File: config.mk
export PLATFORM = sky130hd
export DESIGN_NAME = mem_space_decoder
export DESIGN_NICKNAME = d
export VERILOG_FILES = /design/src/rtl/mem_map_pkg.sv /design/src/rtl/mem_space_decoder.sv /design/src/rtl/range_hit.sv
export SDC_FILE = /design/constraint.sdc
export NUM_CORES = 1
export LEC_CHECK = 0
export BUFFER_PORTS_ARGS = -buffer_cell sky130_fd_sc_hd__buf_4
export CAP_MARGIN = 10
export CORE_ASPECT_RATIO = 0.8
export CORE_MARGIN = 2
export CORE_UTILIZATION = 43
export DETAILED_ROUTE_END_ITERATION = 8
export GPL_TIMING_DRIVEN = 0
export PLACE_DENSITY = 0.78
export SLEW_MARGIN = 10
export SYNTH_ARGS = -nofsm -noshare
export SYNTH_HDL_FRONTEND = slang
export SYNTH_SLANG_ARGS = --single-unit
File: constraint.sdc
create_clock -name CLOCK_IN -period 2.7 [get_ports CLOCK_IN]
set_clock_uncertainty 0.1 [all_clocks]
set_input_delay 0.27 -clock CLOCK_IN [delete_from_list [all_inputs] [get_ports CLOCK_IN]]
set_output_delay 0.27 -clock CLOCK_IN [all_outputs]
set_load 0.02 [all_outputs]
File: src/rtl/mem_map_pkg.sv
// Constants for the memory space size decoder
// Assumes a 16-bit CPU address bus and 8-bit size registers
package mem_map_pkg;
  localparam int           ADDR_W          = 16;
  localparam int           BLOCK_W         = 6;
  localparam int           BLOCK_LSB       = 10;
  localparam logic [7:0]   MSS_RESET       = 8'hCF;
  localparam logic [7:0]   XSS_RESET       = 8'h0C;
  localparam logic [7:0]   MSS_16K         = 8'h04;
  localparam logic [7:0]   MSS_24K         = 8'hC6;
  localparam logic [7:0]   MSS_32K         = 8'hC8;
  localparam logic [7:0]   MSS_48K         = 8'hCC;
  localparam logic [7:0]   MSS_60K         = 8'hCF;
  localparam logic [7:0]   XSS_1K          = 8'h0A;
  localparam logic [7:0]   XSS_NONE        = 8'h0C;
  localparam logic [5:0]   LAST_BLK_16K    = 6'h0F;
  localparam logic [5:0]   LAST_BLK_24K    = 6'h17;
  localparam logic [5:0]   LAST_BLK_32K    = 6'h1F;
  localparam logic [5:0]   LAST_BLK_48K    = 6'h2F;
  localparam logic [5:0]   LAST_BLK_60K    = 6'h3B;
  localparam logic [15:0]  HRAM_BASE_768   = 16'hFC00;
  localparam logic [15:0]  HRAM_BASE_1K    = 16'hFB00;
  localparam logic [15:0]  HRAM_LAST       = 16'hFEFF;
  localparam logic [15:0]  XRAM_BASE       = 16'hF400;
  localparam logic [15:0]  XRAM_LAST       = 16'hF7FF;
  localparam logic [15:0]  SFR_BASE        = 16'hFF00;
  localparam logic [15:0]  OPT_BASE        = 16'h0080;
  localparam logic [15:0]  OPT_LAST        = 16'h0084;
  localparam logic [15:0]  SID_BASE        = 16'h0085;
  localparam logic [15:0]  SID_LAST        = 16'h008E;
  localparam logic [15:0]  SWAP_OFFSET     = 16'h1000;
  localparam logic [15:0]  CLUSTER0_LAST   = 16'h0FFF;
endpackage

File: src/rtl/mem_space_decoder.sv
// Memory space size decoder: size registers, chip selects, flash blocks
// Assumes CPU bus on CLOCK_IN; size registers written by strobe ports
//
// Behaviour
// RQ1 - One 64 KB space with 16-bit addresses for all accesses
// RQ2 - Reset loads memory size CFH and expansion size 0CH
// RQ3 - Software writes memory size 04H, C6H, C8H, CCH or CFH per ROM
// RQ4 - Software writes expansion size 0AH with 1 KB RAM, else leaves 0CH
// RQ5 - Option bytes 0080H-0084H, security ID 0085H-008EH
// RQ6 - With boot swap, programmer duplicates both at 1080H-108EH
// RQ7 - Block writes to boot cluster 0 when security prohibits
// RQ8 - Flash split into equal 1 KB blocks
// RQ9 - Block number is address bits 15 to 10
// RQ10 - Valid block limit follows ROM size: 0FH to 3BH
// RQ11 - FF00H-FFFFH selects peripheral registers
// RQ12 - Chip selects follow programmed sizes, updated on each write
`timescale 1ns/1ps
module mem_space_decoder
(
  // Clock and reset
  input  wire logic                         CLOCK_IN,
  input  wire logic                         NRST_IN,
  // CPU bus
  input  wire logic [15:0]                  ADDR_IN,
  input  wire logic                         RD_IN,
  input  wire logic                         WR_IN,
  // Size register writes
  input  wire logic                         MSS_WR_IN,
  input  wire logic                         XSS_WR_IN,
  input  wire logic [7:0]                   WDATA_IN,
  // Configuration
  input  wire logic                         BOOT_SWAP_IN,
  input  wire logic                         CLUSTER0_PROTECT_IN,
  // Size registers
  output logic [7:0]                        MEMORY_SIZE_SELECT_OUT,
  output logic [7:0]                        EXPANSION_RAM_SIZE_SELECT_OUT,
  // Chip selects and cluster 0 write block flag
  output logic                              ROM_CS_OUT,
  output logic                              HRAM_CS_OUT,
  output logic                              XRAM_CS_OUT,
  output logic                              SFR_CS_OUT,
  output logic                              OPT_CS_OUT,
  output logic                              SID_CS_OUT,
  output logic                              WR_BLOCKED_OUT,
  // Flash block
  output logic [mem_map_pkg::BLOCK_W-1:0]   BLOCK_OUT,
  output logic                              BLOCK_VALID_OUT,
  output logic [mem_map_pkg::BLOCK_W-1:0]   LAST_BLOCK_OUT
);
  import mem_map_pkg::*;

  ////////////////////////////////////////////////////////////////////////////
  // State
  typedef struct packed {
    logic [7:0] memory_size_select;
    logic [7:0] expansion_ram_size_select;
  } state_t;

  state_t      st;
  state_t      next_st;
  logic [5:0]  last_blk;
  logic [15:0] rom_last;
  logic [15:0] hram_base;
  logic        xram_on;
  logic        hit_hram;
  logic        hit_xram;
  logic        hit_opt;
  logic        hit_sid;
  logic        hit_opt2;
  logic        hit_sid2;
  logic        access;
  logic [5:0]  blk;

  always_comb
  begin
    next_st = st;
    if (MSS_WR_IN)
    begin
      next_st.memory_size_select = WDATA_IN;                          // [RQ12]
    end
    if (XSS_WR_IN)
    begin
      next_st.expansion_ram_size_select = WDATA_IN;                   // [RQ12]
    end
  end

  always_ff @(posedge CLOCK_IN)
  begin
    if (!NRST_IN)
    begin
      st.memory_size_select        <= MSS_RESET;                      // [RQ2]
      st.expansion_ram_size_select <= XSS_RESET;                      // [RQ2]
    end
    else
    begin
      st <= next_st;
    end
  end

  ////////////////////////////////////////////////////////////////////////////
  // Size decode
  always_comb
  begin
    unique case (st.memory_size_select)                               // [RQ10]
      MSS_16K: last_blk = LAST_BLK_16K;
      MSS_24K: last_blk = LAST_BLK_24K;
      MSS_32K: last_blk = LAST_BLK_32K;
      MSS_48K: last_blk = LAST_BLK_48K;
      default: last_blk = LAST_BLK_60K;
    endcase
  end

  assign rom_last  = {last_blk, 10'h3FF};                             // [RQ8]
  assign hram_base = (st.memory_size_select == MSS_16K) ? HRAM_BASE_768 : HRAM_BASE_1K;
  assign xram_on   = (st.expansion_ram_size_select == XSS_1K);        // [RQ12]

  ////////////////////////////////////////////////////////////////////////////
  // Range compares
  range_hit u_hram (.addr_in(ADDR_IN), .base_in(hram_base), .last_in(HRAM_LAST),
                    .hit_out(hit_hram));
  range_hit u_xram (.addr_in(ADDR_IN), .base_in(XRAM_BASE), .last_in(XRAM_LAST),
                    .hit_out(hit_xram));
  range_hit u_opt  (.addr_in(ADDR_IN), .base_in(OPT_BASE), .last_in(OPT_LAST),
                    .hit_out(hit_opt));
  range_hit u_sid  (.addr_in(ADDR_IN), .base_in(SID_BASE), .last_in(SID_LAST),
                    .hit_out(hit_sid));
  range_hit u_opt2 (.addr_in(ADDR_IN), .base_in(OPT_BASE + SWAP_OFFSET),
                    .last_in(OPT_LAST + SWAP_OFFSET), .hit_out(hit_opt2));
  range_hit u_sid2 (.addr_in(ADDR_IN), .base_in(SID_BASE + SWAP_OFFSET),
                    .last_in(SID_LAST + SWAP_OFFSET), .hit_out(hit_sid2));

  ////////////////////////////////////////////////////////////////////////////
  // Outputs
  assign access = RD_IN | WR_IN;                                      // [RQ1]
  assign blk    = ADDR_IN[15:BLOCK_LSB];                              // [RQ9]

  assign MEMORY_SIZE_SELECT_OUT        = st.memory_size_select;
  assign EXPANSION_RAM_SIZE_SELECT_OUT = st.expansion_ram_size_select;
  assign ROM_CS_OUT      = access && (ADDR_IN <= rom_last)
                           && !(WR_IN && WR_BLOCKED_OUT);             // [RQ12] [RQ7]
  assign HRAM_CS_OUT     = access && hit_hram;                        // [RQ12]
  assign XRAM_CS_OUT     = access && xram_on && hit_xram;             // [RQ12]
  assign SFR_CS_OUT      = access && (ADDR_IN >= SFR_BASE);           // [RQ11]
  assign OPT_CS_OUT      = access && (hit_opt || (BOOT_SWAP_IN && hit_opt2)); // [RQ5]
  assign SID_CS_OUT      = access && (hit_sid || (BOOT_SWAP_IN && hit_sid2)); // [RQ5]
  assign WR_BLOCKED_OUT  = WR_IN && CLUSTER0_PROTECT_IN
                           && (ADDR_IN <= CLUSTER0_LAST);             // [RQ7]
  assign BLOCK_OUT       = blk;                                       // [RQ9]
  assign BLOCK_VALID_OUT = (blk <= last_blk);                         // [RQ10]
  assign LAST_BLOCK_OUT  = last_blk;                                  // [RQ10]
endmodule

File: src/rtl/range_hit.sv
// Inclusive address range comparator
// Assumes base not above last
`timescale 1ns/1ps
module range_hit
(
  // Compare
  input  wire logic [15:0] addr_in,
  input  wire logic [15:0] base_in,
  input  wire logic [15:0] last_in,
  // Result
  output logic             hit_out
);
  assign hit_out = (addr_in >= base_in) && (addr_in <= last_in);
endmodule

* After elaboration in Yosys (flattened, before gate mapping) *
Cells that the tools add are included.

word-level totals
  flip-flop bits (word level) = 16
  bits in latches = 0
  memory bits (writable) = 0
  bits in read-only memories = 0
  input port bits = 32
  output and inout port bits = 36
  word-level logic and storage cells = 48
  memories = 0

operators by class
  $add $sub $neg = 0
  multiply operators = 0
  divide/modulo/power cells = 0
  $lt $le $gt $ge = 16
  equal/unequal tests = 5
  shift-type cells = 0
  multiplexer cells = 2
  bitwise operators = 1
  reductions and logical operators = 22

operator list
  cell                  count
  $ge 16x13->1 const B  2
  $ge 16x16->1 const B  2
  $ge 16x8->1 const B   2
  $le 16x13->1 const B  2
  $le 16x16->1 const B  2
  $le 16x8->1 const B   2
  $eq 8x8->1 const B    3
  $pmux 6 s4            1
  $logic_and 1x1->1     19
  $ge 16x16->1          1
  $le 16x12->1 const B  1
  $le 16x16->1          1
  $mux 11               1
  $eq 8x3->1 const B    1
  $eq 8x4->1 const B    1
  $le 6x6->1            1
  $logic_or 1x1->1      2
  $logic_not 1->1       1
  $or 1x1->1            1

* Longest topological paths before layout *
  depth after elaboration = 5
  gate-level depth with buffers = 9
  gate-level depth less buffers = 9

* By module *
A second synthesis with hierarchy kept.

unflattened totals
  cell total of the unflattened synthesis = 776
  area, all modules = 5,834.3 µm²

by module, submodules not included
  module             instances  cells each  area each (µm²)  seq. area each (µm²)
  range_hit          6          110         807.0            0.0
  mem_space_decoder  1          116         992.2            320.3

* Worst setup path after synthesis *
No wires, ideal clock.

  kind = register to output
  from = register st, in the netlist MEMORY_SIZE_SELECT_OUT[5]
  to = output ROM_CS_OUT
  data arrival time = 2,537 ps
  data required time = 2,330 ps
  path slack = -207 ps
  stages on the path, launching flop included = 9
  path buffers = 0
  path through = dfxtp_1 > nor3_2 > nand3b_1 > or2_2 > inv_1 > ha_1 > nand4_1 > or4b_1 > a211oi_1

between the ends
  cells in the longest elaborated chain, start to end = 5
  elaborated cells between the ends (all ways) = 8
  those cells by class = order compare (1); eq/ne (4); mux (1); reduce/logical (2)

RTL lines
  element                                   RTL line                  source
  start, declared                           mem_space_decoder.sv:59   state_t st;
  start signal, assigned                    mem_space_decoder.sv:96   st <= next_st;
  $eq 8x8->1 or $eq 8x3->1 (tied branches)  mem_space_decoder.sv:104  unique case (st.memory_size_select)
  $pmux 6 s4 (*)                            mem_space_decoder.sv:104
  net LAST_BLOCK_OUT, one bit               mem_space_decoder.sv:48   output logic [mem_map_pkg::BLOCK_W-1:0] LAST_BLOCK_OUT
  $le 16x16->1 (*)                          mem_space_decoder.sv:139  assign ROM_CS_OUT = access && (ADDR_IN <= rom_last)
  $logic_and 1x1->1 (*)                     mem_space_decoder.sv:139
  $logic_and 1x1->1 (*)                     mem_space_decoder.sv:140  && !(WR_IN && WR_BLOCKED_OUT);
  end, declared                             mem_space_decoder.sv:38   output logic ROM_CS_OUT,

The timed path passes the listed nets; every way through them passes the cells marked *.

* Final worst setup path *
  from = register st, in the netlist MEMORY_SIZE_SELECT_OUT[6]
  to = output ROM_CS_OUT

between the ends
  cells in the longest elaborated chain, start to end = 5
  elaborated cells between the ends (all ways) = 8
  those cells by class = order compare (1); eq/ne (4); mux (1); reduce/logical (2)

RTL lines
  element                                   RTL line
  $eq 8x8->1 or $eq 8x3->1 (tied branches)  mem_space_decoder.sv:104
  $pmux 6 s4 (*)                            mem_space_decoder.sv:104
  $le 16x16->1 (*)                          mem_space_decoder.sv:139
  $logic_and 1x1->1 (*)                     mem_space_decoder.sv:139
  $logic_and 1x1->1 (*)                     mem_space_decoder.sv:140

Every way passes the cells marked *; elsewhere a longest branch is shown, timed or not.

==> results.md <==
Drt:
- The first-pass iteration count of the detailed router is 4.
- In the routed design, unresolved DRC markers number 0.
- The via-per-instance ratio is around 5.4.
- The routed wirelength normalized by instance count is approximately 16 µm.
- The detailed router finished its first iteration with between 80 and 90 violations.
- The total number of vias is between 1k and 1.5k.
- The number of antenna-violating nets in the routed design is 0.
- The final layout contains routed wiring with a total length of around 4000 µm.

Worst setup path:
- The setup check on the worst reg-to-reg path leaves a slack of around 1.6 ns.
- The maximum fanout along the worst path is 4.
- The critical path is of the reg -> out type.
- The startpoint class of the critical path is a register.
- The required time of the worst setup path is 2.33 ns.
- The critical path endpoint category is an output pin.
- The endpoint identified for the worst register-to-register timing path is MEMORY_SIZE_SELECT_OUT[6]$_SDFFE_PN1P_.
- The startpoint identified for the worst register-to-register timing path is MEMORY_SIZE_SELECT_OUT[6]$_SDFFE_PN1P_.
- The critical path data arrival time is approximately 2.7 ns.
- The worst-case reg-to-reg path depth is 4.

Timing:
- Setup repair after global routing could not meet its margin everywhere.
- The share of the clock period used by the worst path is 112%.
- The number of endpoints failing setup at the final stage is 3.
- In the final timing run, aggregate negative setup slack is -0.706 ns.
- The final hold violation count is 0.
- After layout, the worst setup slack is -0.317 ns.
- The maximum achievable frequency is between 0.3 and 0.4 GHz.
- The max-slew violation total from the final report is 0.
- The shortest clock period the worst path allows after layout is 3.02 ns.
- The worst slew margin relative to its limit is 62.4%.
- The worst-margin pin slew is ~0.56 ns.

CTS:
- The TritonCTS clock tree is built.
- The clock passes through at most 2 buffers.
- The CTS root buffer is sky130_fd_sc_hd__clkbuf_4.
- The source-to-sink clock delay at the later pin of the worst-skew pair is around 0.30 ns.
- The CTS clock-pin slew for the worst setup and hold paths is approximately 0.10 ns.
- The number of sinks handled by clock tree synthesis is 16.
- The number of buffers inserted during clock tree synthesis is 3.
- The H-tree depth reported by CTS is 1.

Placement:
- Routability-driven placement finished with a final weighted congestion of between 0.7 and 0.8.
- The sum of net half-perimeters after detailed placement is approximately 2900 µm.
- The number of port buffers is 63.

Synthesis:
- The most frequently used cell type in the post-synthesis netlist is sky130_fd_sc_hd__nand2_1.
- The register bit total from synthesis is 16.
- Of all flip-flops after synthesis, the portion carrying an async set or reset was 0%.
- The biggest area contributor in the post-synthesis netlist is sky130_fd_sc_hd__dfxtp_1.
- The synthesized netlist occupies a cell area of around 1200 µm².
- Counting distinct cell types in the post-synthesis netlist gives 33.
- Sequential cells were found to cover 27.2% of the synthesized design area.
- The share of the synthesized area in the top cell type is a little over a quarter.
- For this run, the number of Yosys warnings is 0.
- By area the synthesized netlist is led by sky130_fd_sc_hd__dfxtp_1 (27%), sky130_fd_sc_hd__mux2i_1 (14%), sky130_fd_sc_hd__ha_1 (7.4%).
- By count the netlist is led by sky130_fd_sc_hd__nand2_1 (17), sky130_fd_sc_hd__dfxtp_1 (16), sky130_fd_sc_hd__mux2i_1 (16), sky130_fd_sc_hd__nor2b_1 (10), sky130_fd_sc_hd__buf_4 (8).
- The number of instances in the synthesized netlist is about 140.
- Counting flops with a built-in enable in the synthesized netlist gives 0.
- For this run, the leading register cell type out of synthesis is sky130_fd_sc_hd__dfxtp_1.
- The mean cell area of the mapped netlist is roughly 8.3 µm².

Die:
- The initial standard-cell utilization of the core is a little under half.
- From left edge to right edge, the die measures about 62 µm.
- The die height is around 51 µm.
- The row count is 16.
- The die covers roughly 3200 µm².
- After floorplanning, the core was sized to cover roughly 2500 µm².
- In this run the count of I/O pins placed on the die edge is 68.

Status:
- The run finished, with violations left.
- The checks that failed: setup timing.

Global routing:
- The via count of the first global-routing pass is 1358.
- The total global-route track usage is 25.3%.
- The total overflow left after global routing is 0.
- The pin count of the biggest net entering global routing is 11.
- The first global-routing pass estimated 6270 µm of wire.
- The number of antenna violations at the first check in global routing is 0.

Flow run:
- Across the run, the number of max-cap violations was 0.

Min path:
- The endpoint of the worst hold-timing path is MEMORY_SIZE_SELECT_OUT[1]$_SDFFE_PN1P_.
- The source of the worst hold timing path is WDATA_IN[1].
- The type of the worst min-delay path is in -> reg.
- The number of instances on the worst hold path is 3.

Layout:
- The layout cell share with drive strength beyond 1 is a little over half.
- The net count of the finished layout is between 200 and 300.
- The number of antenna cells inserted is 0.
- Measured on the finished design, the core utilization comes to 78.5%.
- The area growth from synthesis to layout is 68.4%.

Power:
- The power density over the cells is roughly 330 nW/µm².
- The static leakage is 0.000916 µW.
- VDD sags by at most between 0.2 and 0.3 mV.
==> layer usage <==
layer / part of all wire, % / track usage (%) / wire, µm
met2: 54 / 50.2 / 2210
met4: 0.92 / 5.19 / 38
met1: 41 / 28.5 / 1670
met3: 5.0 / 4.48 / 205
met5: 0 / 0 / 0
==> worst max path at each step <==
stage                                            from  slack, ns         end
2_1_floorplan  MEMORY_SIZE_SELECT_OUT[5]$_SDFFE_PN0P_      -0.05  ROM_CS_OUT
3_3_place_gp   MEMORY_SIZE_SELECT_OUT[5]$_SDFFE_PN0P_      -0.05  ROM_CS_OUT
3_5_place_dp   MEMORY_SIZE_SELECT_OUT[5]$_SDFFE_PN0P_      -0.15  ROM_CS_OUT
4_1_cts        MEMORY_SIZE_SELECT_OUT[3]$_SDFFE_PN1P_      -0.18  ROM_CS_OUT
5_1_grt        MEMORY_SIZE_SELECT_OUT[6]$_SDFFE_PN1P_      -0.39  ROM_CS_OUT
6_report       MEMORY_SIZE_SELECT_OUT[6]$_SDFFE_PN1P_      -0.32  ROM_CS_OUT
==> worst max-delay path, stage by stage, from the launching register on <==
cell	delay, ns
sky130_fd_sc_hd__dfxtp_4	0.37
sky130_fd_sc_hd__or3_1	0.37
sky130_fd_sc_hd__nand2_1	0.07
sky130_fd_sc_hd__and4b_1	0.24
sky130_fd_sc_hd__ha_1	0.18
sky130_fd_sc_hd__nand4_1	0.17
sky130_fd_sc_hd__or4b_4	0.57
sky130_fd_sc_hd__a211oi_2	0.21
sky130_fd_sc_hd__buf_4	0.18
==> kinds of logic after synthesis <==
group	synth area share, %
AO/OA/AOI/OAI	8.83
adder cells (fa/ha/maj)	7.45
buffers and inverters	7.34
flip-flops	27.2
multiplexers	13.6
other	0.319
AND/OR/NAND/NOR	35.2
==> report_power, final <==
group	switching [µW]	total, µW	internal (µW)
Sequential	16.4	265	249
Combinational	113	226	113
Clock	82.0	164	82.4
Total	212	656	444
==> repair_timing <==
action                                  4_1_cts  5_1_grt
pin swaps                                     7        1
gates resized for setup                      25        7
setup buffers                                13        1
endpoints found under the setup margin        3        3
hold buffers                                  0        0
==> registers in the layout, summed over array words and instances (netlist names) <==
register                       count
EXPANSION_RAM_SIZE_SELECT_OUT      8
MEMORY_SIZE_SELECT_OUT             8
==> per-stage QoR <==
stage	area (µm²)	hold slack [ns]	worst slack [ns]	total power, µW	cells
after floorplan	1190	0.298	-0.0451	369	142
after global placement	1710	0.400	-0.0451	460	241
after detailed placement	1710	0.401	-0.148	467	241
after CTS	1940	0.102	-0.180	645	258
after global routing	1980	0.102	-0.392	680	259
final	1980	0.0973	-0.317	656	259
==> cell usage in the layout, fill, tap and decap left out, types with 4 or more instances in the layout <==
| cell | synthesis | routed |
|---|---|---|
| sky130_fd_sc_hd__buf_4 | 8 | 84 |
| sky130_fd_sc_hd__dfxtp_1 | 16 | 9 |
| sky130_fd_sc_hd__dfxtp_4 | 0 | 5 |
| sky130_fd_sc_hd__ha_4 | 0 | 4 |
| sky130_fd_sc_hd__mux2i_1 | 16 | 16 |
| sky130_fd_sc_hd__nand2_1 | 17 | 17 |
| sky130_fd_sc_hd__nand3_1 | 5 | 4 |
| sky130_fd_sc_hd__nand3b_1 | 5 | 5 |
| sky130_fd_sc_hd__nor2_1 | 6 | 6 |
| sky130_fd_sc_hd__nor2b_1 | 10 | 10 |
| sky130_fd_sc_hd__o21a_1 | 4 | 4 |
==> final cells by class <==
type / instances / area [µm²]
buffer: 11 / 71.3
clock buffer: 4 / 36.3
fill: 177 / 542
inverter: 4 / 15.0
multi-input combinational: 111 / 890
sequential: 16 / 342
tap: 36 / 45.0
timing repair buffer: 77 / 582
Power figures use the tool's default switching activity.
